===== config.mk =====
export PLATFORM = sky130hd
export DESIGN_NAME = spb_regs
export DESIGN_NICKNAME = d
export VERILOG_FILES = /design/src/spb_pkg.sv /design/src/spb_regs.sv
export SDC_FILE = /design/constraint.sdc
export NUM_CORES = 1
export LEC_CHECK = 0
export BUFFER_PORTS_ARGS = -buffer_cell sky130_fd_sc_hd__clkbuf_2
export CORE_ASPECT_RATIO = 1.5
export CORE_MARGIN = 10
export CORE_UTILIZATION = 40
export CTS_CLUSTER_SIZE = 24
export DETAILED_ROUTE_END_ITERATION = 7
export GPL_ROUTABILITY_DRIVEN = 1
export GPL_TIMING_DRIVEN = 0
export SLEW_MARGIN = 20
export SYNTH_ARGS = -nofsm -noshare
export SYNTH_HDL_FRONTEND = slang
export SYNTH_SLANG_ARGS = --single-unit
export TNS_END_PERCENT = 100

===== constraint.sdc =====
create_clock -name clock -period 11.76 [get_ports clock]
set_clock_uncertainty 0.1 [all_clocks]
set_input_delay 2.352 -clock clock [delete_from_list [all_inputs] [get_ports clock]]
set_output_delay 2.352 -clock clock [all_outputs]
set_load 0.01 [all_outputs]

===== src/spb_pkg.sv =====
// Package: offsets, field positions and reset values for the power budget and status bank
package spb_pkg;
	localparam int ADDR_W = 12;
	localparam logic [11:0] OFF_PB_SELECT = 12'h284;
	localparam logic [11:0] OFF_PB_READBACK = 12'h288;
	localparam logic [11:0] OFF_PB_CAP = 12'h28c;
	localparam logic [11:0] OFF_PB_WORDS = 12'h300;
	localparam logic [11:0] OFF_STATE_REPORT = 12'h328;
	localparam logic [11:0] OFF_SYS_CONTROL = 12'h32c;
	localparam int NUM_WORDS = 10;
	localparam logic [7:0] LAST_WORD_SEL = 8'h09;
	localparam int SA_BIT = 0;
	localparam int MODE_LSB = 0;
	localparam int DS_CLK_BIT = 5;
	localparam int US_CLK_BIT = 6;
	localparam int HOLD_BIT = 9;
	localparam int LOCK_LSB = 20;
	localparam int MARKER_LSB = 28;
	localparam int UNLOCK_BIT = 3;
	localparam int DV_UNLOCK_BIT = 4;
	localparam logic [2:0] LOCK_RESET = 3'h0;
	localparam logic [3:0] MARKER_RESET = 4'h0;
	localparam logic [31:0] ZERO_WORD = 32'h0000_0000;
endpackage : spb_pkg


===== src/spb_regs.sv =====
// Power budget capability and switch status register bank
`timescale 1ns/1ps
// Behaviour
// - System-allocated flag at capability bit zero
// - Ten sticky 32-bit budget data words
// - Budget word writes only when unlocked
// - Mode pins reported in bits 2:0
// - Downstream clock pin captured, bit 5
// - Upstream clock pin captured, bit 6
// - Reset-hold pin captured, bit 9
// - Lock state field, reset zero
// - Marker survives hot reset
// - Marker writable when globally unlocked
// - Lockable fields writable only when unlocked
// - One unlock bit for all words
// - Selected word readback, zero above nine
module spb_regs (
	// Clock and resets
	input wire logic clock,
	input wire logic rst,
	input wire logic hot_rst,
	// Register port
	input wire logic [11:0] addr,
	input wire logic [31:0] wdata,
	input wire logic wr,
	input wire logic rd,
	output logic [31:0] rdata,
	// Device pins and state
	input wire logic [2:0] operating_mode_field,
	input wire logic downstream_common_clock_pin,
	input wire logic upstream_common_clock_pin,
	input wire logic reset_hold_pin,
	input wire logic [2:0] lock_state_in,
	// Status towards the switch
	output logic system_allocated_flag,
	output logic reset_hold_latched
);
	////////////////////////////////////////////////////////////////
	logic [31:0] budget_data_word [spb_pkg::NUM_WORDS];
	logic [7:0] budget_word_selector_reg;
	logic sa_reg;
	logic [2:0] mode_reg;
	logic ds_clk_reg;
	logic us_clk_reg;
	logic hold_reg;
	logic [2:0] lock_state_reg;
	logic [3:0] marker_reg;
	logic global_write_unlock_reg;
	logic budget_data_unlock_reg;
	logic [31:0] rdata_next;
	logic [31:0] readback;
	logic [31:0] status_word;
	logic [3:0] word_idx;
	logic [11:0] word_off;
	logic in_words;

	assign word_off = addr - spb_pkg::OFF_PB_WORDS;
	assign word_idx = word_off[5:2];
	assign in_words = (addr >= spb_pkg::OFF_PB_WORDS) && (word_off[1:0] == 2'h0)
		&& (word_off[11:2] < 10'(spb_pkg::NUM_WORDS));

	////////////////////////////////////////////////////////////////
	// Budget data words, no reset value
	genvar gi;
	generate
		for (gi = 0; gi < spb_pkg::NUM_WORDS; gi++) begin : g_word
			always_ff @(posedge clock) begin
				if (wr && in_words && word_idx == 4'(gi) && budget_data_unlock_reg) begin
					budget_data_word[gi] <= wdata;
				end
			end
		end
	endgenerate

	// Global unlock, set through reset for initialisation
	always_ff @(posedge clock) begin
		if (rst || hot_rst) begin
			global_write_unlock_reg <= 1'b1;
		end else if (wr && addr == spb_pkg::OFF_SYS_CONTROL) begin
			global_write_unlock_reg <= wdata[spb_pkg::UNLOCK_BIT];
		end
	end

	// Budget data unlock, itself lockable and sticky
	always_ff @(posedge clock) begin
		if (rst) begin
			budget_data_unlock_reg <= 1'b0;
		end else if (wr && addr == spb_pkg::OFF_SYS_CONTROL && global_write_unlock_reg) begin
			budget_data_unlock_reg <= wdata[spb_pkg::DV_UNLOCK_BIT];
		end
	end

	// System allocated flag, sticky, lockable
	always_ff @(posedge clock) begin
		if (rst) begin
			sa_reg <= 1'b0;
		end else if (wr && addr == spb_pkg::OFF_PB_CAP && global_write_unlock_reg) begin
			sa_reg <= wdata[spb_pkg::SA_BIT];
		end
	end

	// Word selector
	always_ff @(posedge clock) begin
		if (rst || hot_rst) begin
			budget_word_selector_reg <= 8'h00;
		end else if (wr && addr == spb_pkg::OFF_PB_SELECT) begin
			budget_word_selector_reg <= wdata[7:0];
		end
	end

	// Pin capture during fundamental reset
	always_ff @(posedge clock) begin
		if (rst) begin
			mode_reg <= operating_mode_field;
			ds_clk_reg <= downstream_common_clock_pin;
			us_clk_reg <= upstream_common_clock_pin;
			hold_reg <= reset_hold_pin;
		end
	end

	// Lock state
	always_ff @(posedge clock) begin
		if (rst || hot_rst) begin
			lock_state_reg <= spb_pkg::LOCK_RESET;
		end else begin
			lock_state_reg <= lock_state_in;
		end
	end

	// Marker, cleared only by fundamental reset
	always_ff @(posedge clock) begin
		if (rst) begin
			marker_reg <= spb_pkg::MARKER_RESET;
		end else if (wr && addr == spb_pkg::OFF_STATE_REPORT && global_write_unlock_reg) begin
			marker_reg <= wdata[spb_pkg::MARKER_LSB +: 4];
		end
	end

	////////////////////////////////////////////////////////////////
	// Read path
	always_comb begin
		if (budget_word_selector_reg > spb_pkg::LAST_WORD_SEL) begin
			readback = spb_pkg::ZERO_WORD;
		end else begin
			readback = budget_data_word[budget_word_selector_reg[3:0]];
		end
	end

	always_comb begin
		status_word = spb_pkg::ZERO_WORD;
		status_word[spb_pkg::MODE_LSB +: 3] = mode_reg;
		status_word[spb_pkg::DS_CLK_BIT] = ds_clk_reg;
		status_word[spb_pkg::US_CLK_BIT] = us_clk_reg;
		status_word[spb_pkg::HOLD_BIT] = hold_reg;
		status_word[spb_pkg::LOCK_LSB +: 3] = lock_state_reg;
		status_word[spb_pkg::MARKER_LSB +: 4] = marker_reg;
	end

	always_comb begin
		rdata_next = spb_pkg::ZERO_WORD;
		if (in_words) begin
			rdata_next = budget_data_word[word_idx];
		end else begin
			case (addr)
				spb_pkg::OFF_PB_SELECT: rdata_next = {24'h000000, budget_word_selector_reg};
				spb_pkg::OFF_PB_READBACK: rdata_next = readback;
				spb_pkg::OFF_PB_CAP: rdata_next = {31'h00000000, sa_reg};
				spb_pkg::OFF_STATE_REPORT: rdata_next = status_word;
				spb_pkg::OFF_SYS_CONTROL: rdata_next = {27'h0000000, budget_data_unlock_reg,
					global_write_unlock_reg, 3'h0};
				default: rdata_next = spb_pkg::ZERO_WORD;
			endcase
		end
	end

	always_ff @(posedge clock) begin
		if (rst) begin
			rdata <= spb_pkg::ZERO_WORD;
		end else if (rd) begin
			rdata <= rdata_next;
		end else begin
			rdata <= spb_pkg::ZERO_WORD;
		end
	end

	assign system_allocated_flag = sa_reg;
	assign reset_hold_latched = hold_reg;

	////////////////////////////////////////////////////////////////
	// Assertions
	property p_dv_locked;
		@(posedge clock) disable iff (rst)
		(wr && in_words && !budget_data_unlock_reg) |=>
			budget_data_word[$past(word_idx)] == $past(budget_data_word[word_idx]);
	endproperty
	a_dv_locked: assert property (p_dv_locked) else $error("locked budget word changed");

	property p_dv_write;
		@(posedge clock) disable iff (rst || hot_rst)
		(wr && in_words && budget_data_unlock_reg) ##1 (rd && addr == $past(addr))
			|=> rdata == $past(wdata, 2);
	endproperty
	a_dv_write: assert property (p_dv_write) else $error("budget word not stored");

	property p_sa_locked;
		@(posedge clock) disable iff (rst)
		(wr && addr == spb_pkg::OFF_PB_CAP && !global_write_unlock_reg) |=> $stable(sa_reg);
	endproperty
	a_sa_locked: assert property (p_sa_locked) else $error("flag changed while locked");

	property p_marker_hot;
		@(posedge clock) disable iff (rst)
		hot_rst |=> $stable(marker_reg);
	endproperty
	a_marker_hot: assert property (p_marker_hot) else $error("marker lost on hot reset");

	property p_sel_zero;
		@(posedge clock) disable iff (rst)
		(rd && addr == spb_pkg::OFF_PB_READBACK
			&& budget_word_selector_reg > spb_pkg::LAST_WORD_SEL)
			|=> rdata == 32'h0000_0000;
	endproperty
	a_sel_zero: assert property (p_sel_zero) else $error("readback not zero");

	property p_reserved;
		@(posedge clock) disable iff (rst)
		(rd && addr == spb_pkg::OFF_STATE_REPORT) |=>
			(rdata[4:3] == 2'h0 && rdata[8:7] == 2'h0 && rdata[19:10] == 10'h000
			&& rdata[27:23] == 5'h00);
	endproperty
	a_reserved: assert property (p_reserved) else $error("reserved bits set");

	property p_hold_stable;
		@(posedge clock) disable iff (rst)
		!$past(rst) |-> $stable(hold_reg) && $stable(ds_clk_reg) && $stable(us_clk_reg);
	endproperty
	a_hold_stable: assert property (p_hold_stable) else $error("captured pin moved");

	property p_mode_read;
		@(posedge clock) disable iff (rst)
		(rd && addr == spb_pkg::OFF_STATE_REPORT) |=> rdata[2:0] == $past(mode_reg);
	endproperty
	a_mode_read: assert property (p_mode_read) else $error("mode misreported");

	property p_lock_reset;
		@(posedge clock)
		hot_rst |=> lock_state_reg == spb_pkg::LOCK_RESET;
	endproperty
	a_lock_reset: assert property (p_lock_reset) else $error("lock state not reset");

	property p_sa_write;
		@(posedge clock) disable iff (rst)
		(wr && addr == spb_pkg::OFF_PB_CAP && global_write_unlock_reg) |=>
			sa_reg == $past(wdata[spb_pkg::SA_BIT]);
	endproperty
	a_sa_write: assert property (p_sa_write) else $error("flag write lost");

	property p_cap_reserved;
		@(posedge clock) disable iff (rst)
		(rd && addr == spb_pkg::OFF_PB_CAP) |=> rdata[31:1] == 31'h0;
	endproperty
	a_cap_reserved: assert property (p_cap_reserved) else $error("flag reserved bits set");

	property p_word_read;
		@(posedge clock) disable iff (rst)
		(rd && in_words) |=> rdata == $past(budget_data_word[word_idx]);
	endproperty
	a_word_read: assert property (p_word_read) else $error("budget word misread");

	property p_readback;
		@(posedge clock) disable iff (rst)
		(rd && addr == spb_pkg::OFF_PB_READBACK
			&& budget_word_selector_reg <= spb_pkg::LAST_WORD_SEL) |=>
			rdata == $past(budget_data_word[budget_word_selector_reg[3:0]]);
	endproperty
	a_readback: assert property (p_readback) else $error("selected word misread");

	property p_marker_locked;
		@(posedge clock) disable iff (rst)
		(wr && addr == spb_pkg::OFF_STATE_REPORT && !global_write_unlock_reg) |=>
			$stable(marker_reg);
	endproperty
	a_marker_locked: assert property (p_marker_locked) else $error("marker changed locked");

	property p_marker_write;
		@(posedge clock) disable iff (rst)
		(wr && addr == spb_pkg::OFF_STATE_REPORT && global_write_unlock_reg) |=>
			marker_reg == $past(wdata[spb_pkg::MARKER_LSB +: 4]);
	endproperty
	a_marker_write: assert property (p_marker_write) else $error("marker write lost");

	property p_marker_fund;
		@(posedge clock)
		rst |=> marker_reg == spb_pkg::MARKER_RESET;
	endproperty
	a_marker_fund: assert property (p_marker_fund) else $error("marker not cleared");

	property p_unlock_reset;
		@(posedge clock)
		(rst || hot_rst) |=> global_write_unlock_reg;
	endproperty
	a_unlock_reset: assert property (p_unlock_reset) else $error("unlock not set by reset");

	property p_dvul_locked;
		@(posedge clock) disable iff (rst)
		(wr && addr == spb_pkg::OFF_SYS_CONTROL && !global_write_unlock_reg) |=>
			$stable(budget_data_unlock_reg);
	endproperty
	a_dvul_locked: assert property (p_dvul_locked) else $error("word unlock changed");

	property p_ctrl_read;
		@(posedge clock) disable iff (rst)
		(rd && addr == spb_pkg::OFF_SYS_CONTROL) |=>
			rdata[spb_pkg::UNLOCK_BIT] == $past(global_write_unlock_reg)
			&& rdata[spb_pkg::DV_UNLOCK_BIT] == $past(budget_data_unlock_reg);
	endproperty
	a_ctrl_read: assert property (p_ctrl_read) else $error("unlock bits misread");

	property p_pins_capture;
		@(posedge clock)
		rst |=> mode_reg == $past(operating_mode_field)
			&& ds_clk_reg == $past(downstream_common_clock_pin)
			&& us_clk_reg == $past(upstream_common_clock_pin)
			&& hold_reg == $past(reset_hold_pin);
	endproperty
	a_pins_capture: assert property (p_pins_capture) else $error("pins not captured");

	property p_pins_read;
		@(posedge clock) disable iff (rst)
		(rd && addr == spb_pkg::OFF_STATE_REPORT) |=>
			rdata[spb_pkg::DS_CLK_BIT] == $past(ds_clk_reg)
			&& rdata[spb_pkg::US_CLK_BIT] == $past(us_clk_reg)
			&& rdata[spb_pkg::HOLD_BIT] == $past(hold_reg);
	endproperty
	a_pins_read: assert property (p_pins_read) else $error("captured pins misread");

	property p_lock_read;
		@(posedge clock) disable iff (rst)
		(rd && addr == spb_pkg::OFF_STATE_REPORT) |=>
			rdata[spb_pkg::LOCK_LSB +: 3] == $past(lock_state_reg)
			&& rdata[spb_pkg::MARKER_LSB +: 4] == $past(marker_reg);
	endproperty
	a_lock_read: assert property (p_lock_read) else $error("lock or marker misread");

	property p_lock_follow;
		@(posedge clock) disable iff (rst || hot_rst)
		1'b1 |=> lock_state_reg == $past(lock_state_in);
	endproperty
	a_lock_follow: assert property (p_lock_follow) else $error("lock state not tracked");

	property p_sel_read;
		@(posedge clock) disable iff (rst)
		(rd && addr == spb_pkg::OFF_PB_SELECT) |=> rdata[31:8] == 24'h000000;
	endproperty
	a_sel_read: assert property (p_sel_read) else $error("selector reserved bits set");

	c_dv_write: cover property (@(posedge clock) wr && in_words && budget_data_unlock_reg);
	c_marker: cover property (@(posedge clock) wr && addr == spb_pkg::OFF_STATE_REPORT);
	c_sel_hi: cover property (@(posedge clock) rd && budget_word_selector_reg > 8'h09);
	c_hot_keep: cover property (@(posedge clock) hot_rst && marker_reg != 4'h0);
	c_dv_refused: cover property (@(posedge clock) wr && in_words && !budget_data_unlock_reg);
endmodule : spb_regs


==> results.cfg <==
[status]
outcome = completed

[grt]
globalRouteOverflowTotal = 0
grt_pass1_vias = 10900
grt_usage = 0.195
grt_antenna_before_repair = 4
grt_max_degree = 19
grt_pass1_wl_um = 73700

[cts]
cts_made_buffers = 37
clock_latency_ps = 530
cts_num_sinks = 380
clk_pin_slew_worst_paths_ps = 70
ctsResizeCount = 0
clk_path_buf_depth = 3
cts_tree = yes
cts_htree_levels = 2
post_cts_buffers = 0
cts_hold_buf = 0
cts-root-buf = clkbuf_16

[cells_and_area]
drive_above_1_share = 0.313
layout.nets = 1207
fin_area_mm2 = 0.0197
largest_reg_flops = 320
n_fill_cell = 3601
area_growth_pct = 16.4

[floorplan]
coreArea_mm2 = 0.0420
ioPinCount = 92
rows = 92
die_width_um = 188
die_h_um = 272
start_util = 0.404
die-area_mm2 = 0.0512

[timing]
relSlewSlack = 0.197
slew_viol_final = 0
max_freq_mhz = 167
rsz0062_at_grt = false
worst_pin_slew_ps = 1200
holdWs_ps = 381
fin_tns_setup_ps = 0
period_minus_slack_ps = 5980
finalHoldViolCount = 0
period_share = 0.509
setup_viol = 0

[logic_synthesis]
synth_edf_count = 326
synth.distinct_cells = 52
synthFlopType = edfxtp_1
syn_area_mm2 = 0.0170
synthCells = 991
ys.warnings.count = 0
avgSynthCellArea_um2 = 17.1
synth_commonest_cells = edfxtp_1 (326), mux4_2 (126), mux2i_1 (78)
synthArstFlopShare = 0
yosysSeqAreaShare = 0.641
yosysTopAreaCellShare = 0.577
ys_top_cells_by_area = edfxtp_1 (58%), mux4_2 (17%), dfxtp_1 (6.4%)
synth_seq_cells = 380
synth_top_area_cell = edfxtp_1
syn-num-nets = 1049
synth_most_common_cell = edfxtp_1

[routing]
route.detailed.drc = 0
num_vias = 10400
drt-wirelength-per-cell_um = 28.9
first_pass_iters = 6
drt_iter0_drc = 966
avgViaCountPerCell = 5.95
postRouteAntennaNets = 0
routed_wirelength_um = 50300

[power]
comb_power_share = 0.042
p_sw_frac = 0.211
p_int_uw = 2140
vdd.ir_drop.worst_mv = 0.0788
p_leak_uw = 0.00639
powerDensity_mw_per_mm2 = 137
pwr-share-seq = 0.540
power.switching_uw = 573
power_frac_clock = 0.418

[place]
gp_congestion = 0.913
io_buffers = 90
placed_cell_area_mm2 = 0.0186
dpl.hpwl_um = 35300

[critical_path]
worst_setup_path_start_kind = primary input
cp-end-kind = flip-flop
cp.required_ps = 11890
crit_fanout = 10
arrival_ps = 6110
critical_path_class = primary input to flip-flop

[run]
maxCapViolCount = 0

[min_path]
min_path_type = flip-flop to flip-flop
## critical path: stages
cell and delay (ps):
clkbuf_2 150, buf_2 320, buf_1 680, buf_1 620, nand3_1 260, nor4_2 600
buf_2 330, buf_4 200, buf_2 210, buf_4 180, buf_2 200
## per-stage QoR
stage | worst slack, ps | utilization | total power, uW | cells
2_1_floorplan | 4440 | - | 1550 | 991
3_3_place_gp | -1990 | 0.431 | 1600 | 1645
3_5_place_dp | 5240 | 0.443 | 1610 | 1674
4_1_cts | 5800 | 0.470 | 2720 | 1739
5_1_grt | 5650 | 0.470 | 2780 | 1740
6_report | 5780 | 0.470 | 2710 | 1740
## cells by family (layout without fill, tap and decap cells)
kind of cell,count (synthesis),after routing,synth area share
other cells,0,1,0
flops,380,380,0.641
buf+inv,77,261,0.0230
mux,218,218,0.223
compound gates,174,174,0.0670
simple gates,142,142,0.0460
## path summary, 6_finish.rpt
path / startpoint / to / slack [ps] / cells after the start
max: addr[4] / budget_data_word[4][18] / 5780 / 11
min: budget_word_selector_reg[6] / budget_word_selector_reg[6] / 380 / 2
max reg2reg: flip-flop / rdata[4] / 8950 / 7
min reg2reg: budget_word_selector_reg[6] / budget_word_selector_reg[6] / 380 / 2
## cell usage in the layout, fill, tap and decap left out, drive strengths merged, types with 4 or more instances in the layout
| cell | n |
|---|---|
| mux2 | 14 |
| nor2b | 19 |
| o22ai | 15 |
| a221o | 5 |
| edfxtp | 326 |
| and2 | 5 |
| clkbuf | 176 |
| nor4 | 4 |
| nor2 | 36 |
| buf | 71 |
| nand2 | 26 |
| mux4 | 126 |
| mux2i | 78 |
| nor4b | 4 |
| o21ai | 13 |
| a21oi | 62 |
| o311ai | 7 |
| clkinv | 9 |
| dfxtp | 54 |
| o211ai | 12 |
| nand2b | 7 |
| a211oi | 35 |
| a21o | 14 |
| nand3 | 26 |
## layout make-up
cell class              count  area [um^2]  share of cell area
diodes                      1         2.50            0.000127
multi-input cells         534         5770               0.292
inverters                   1         3.75            0.000190
flip-flops and latches    380        10900               0.551
repair buffers            119          876              0.0444
well taps                 564          706              0.0358
plain buffers              76          388              0.0197
clock inverters            13         98.8             0.00501
clock buffers              52         1020              0.0518
## metal layers
layer | part of all wire | track usage | vias up
met5 | 0.00052 | 0 | -
met4 | 0.042 | 0.0853 | 4
met3 | 0.058 | 0.0298 | 112
met2 | 0.53 | 0.352 | 440
met1 | 0.37 | 0.223 | 5390
li1 | - | - | 4404
## power by group through the flow
stage	clock (uW)	sequential (uW)	combinational, uW
2_1_floorplan	0	1490	60.9
3_3_place_gp	0	1490	109
3_5_place_dp	0	1490	112
4_1_cts	1150	1460	112
5_1_grt	1200	1460	120
6_report	1130	1460	112
(Power assumes the default switching activity.)
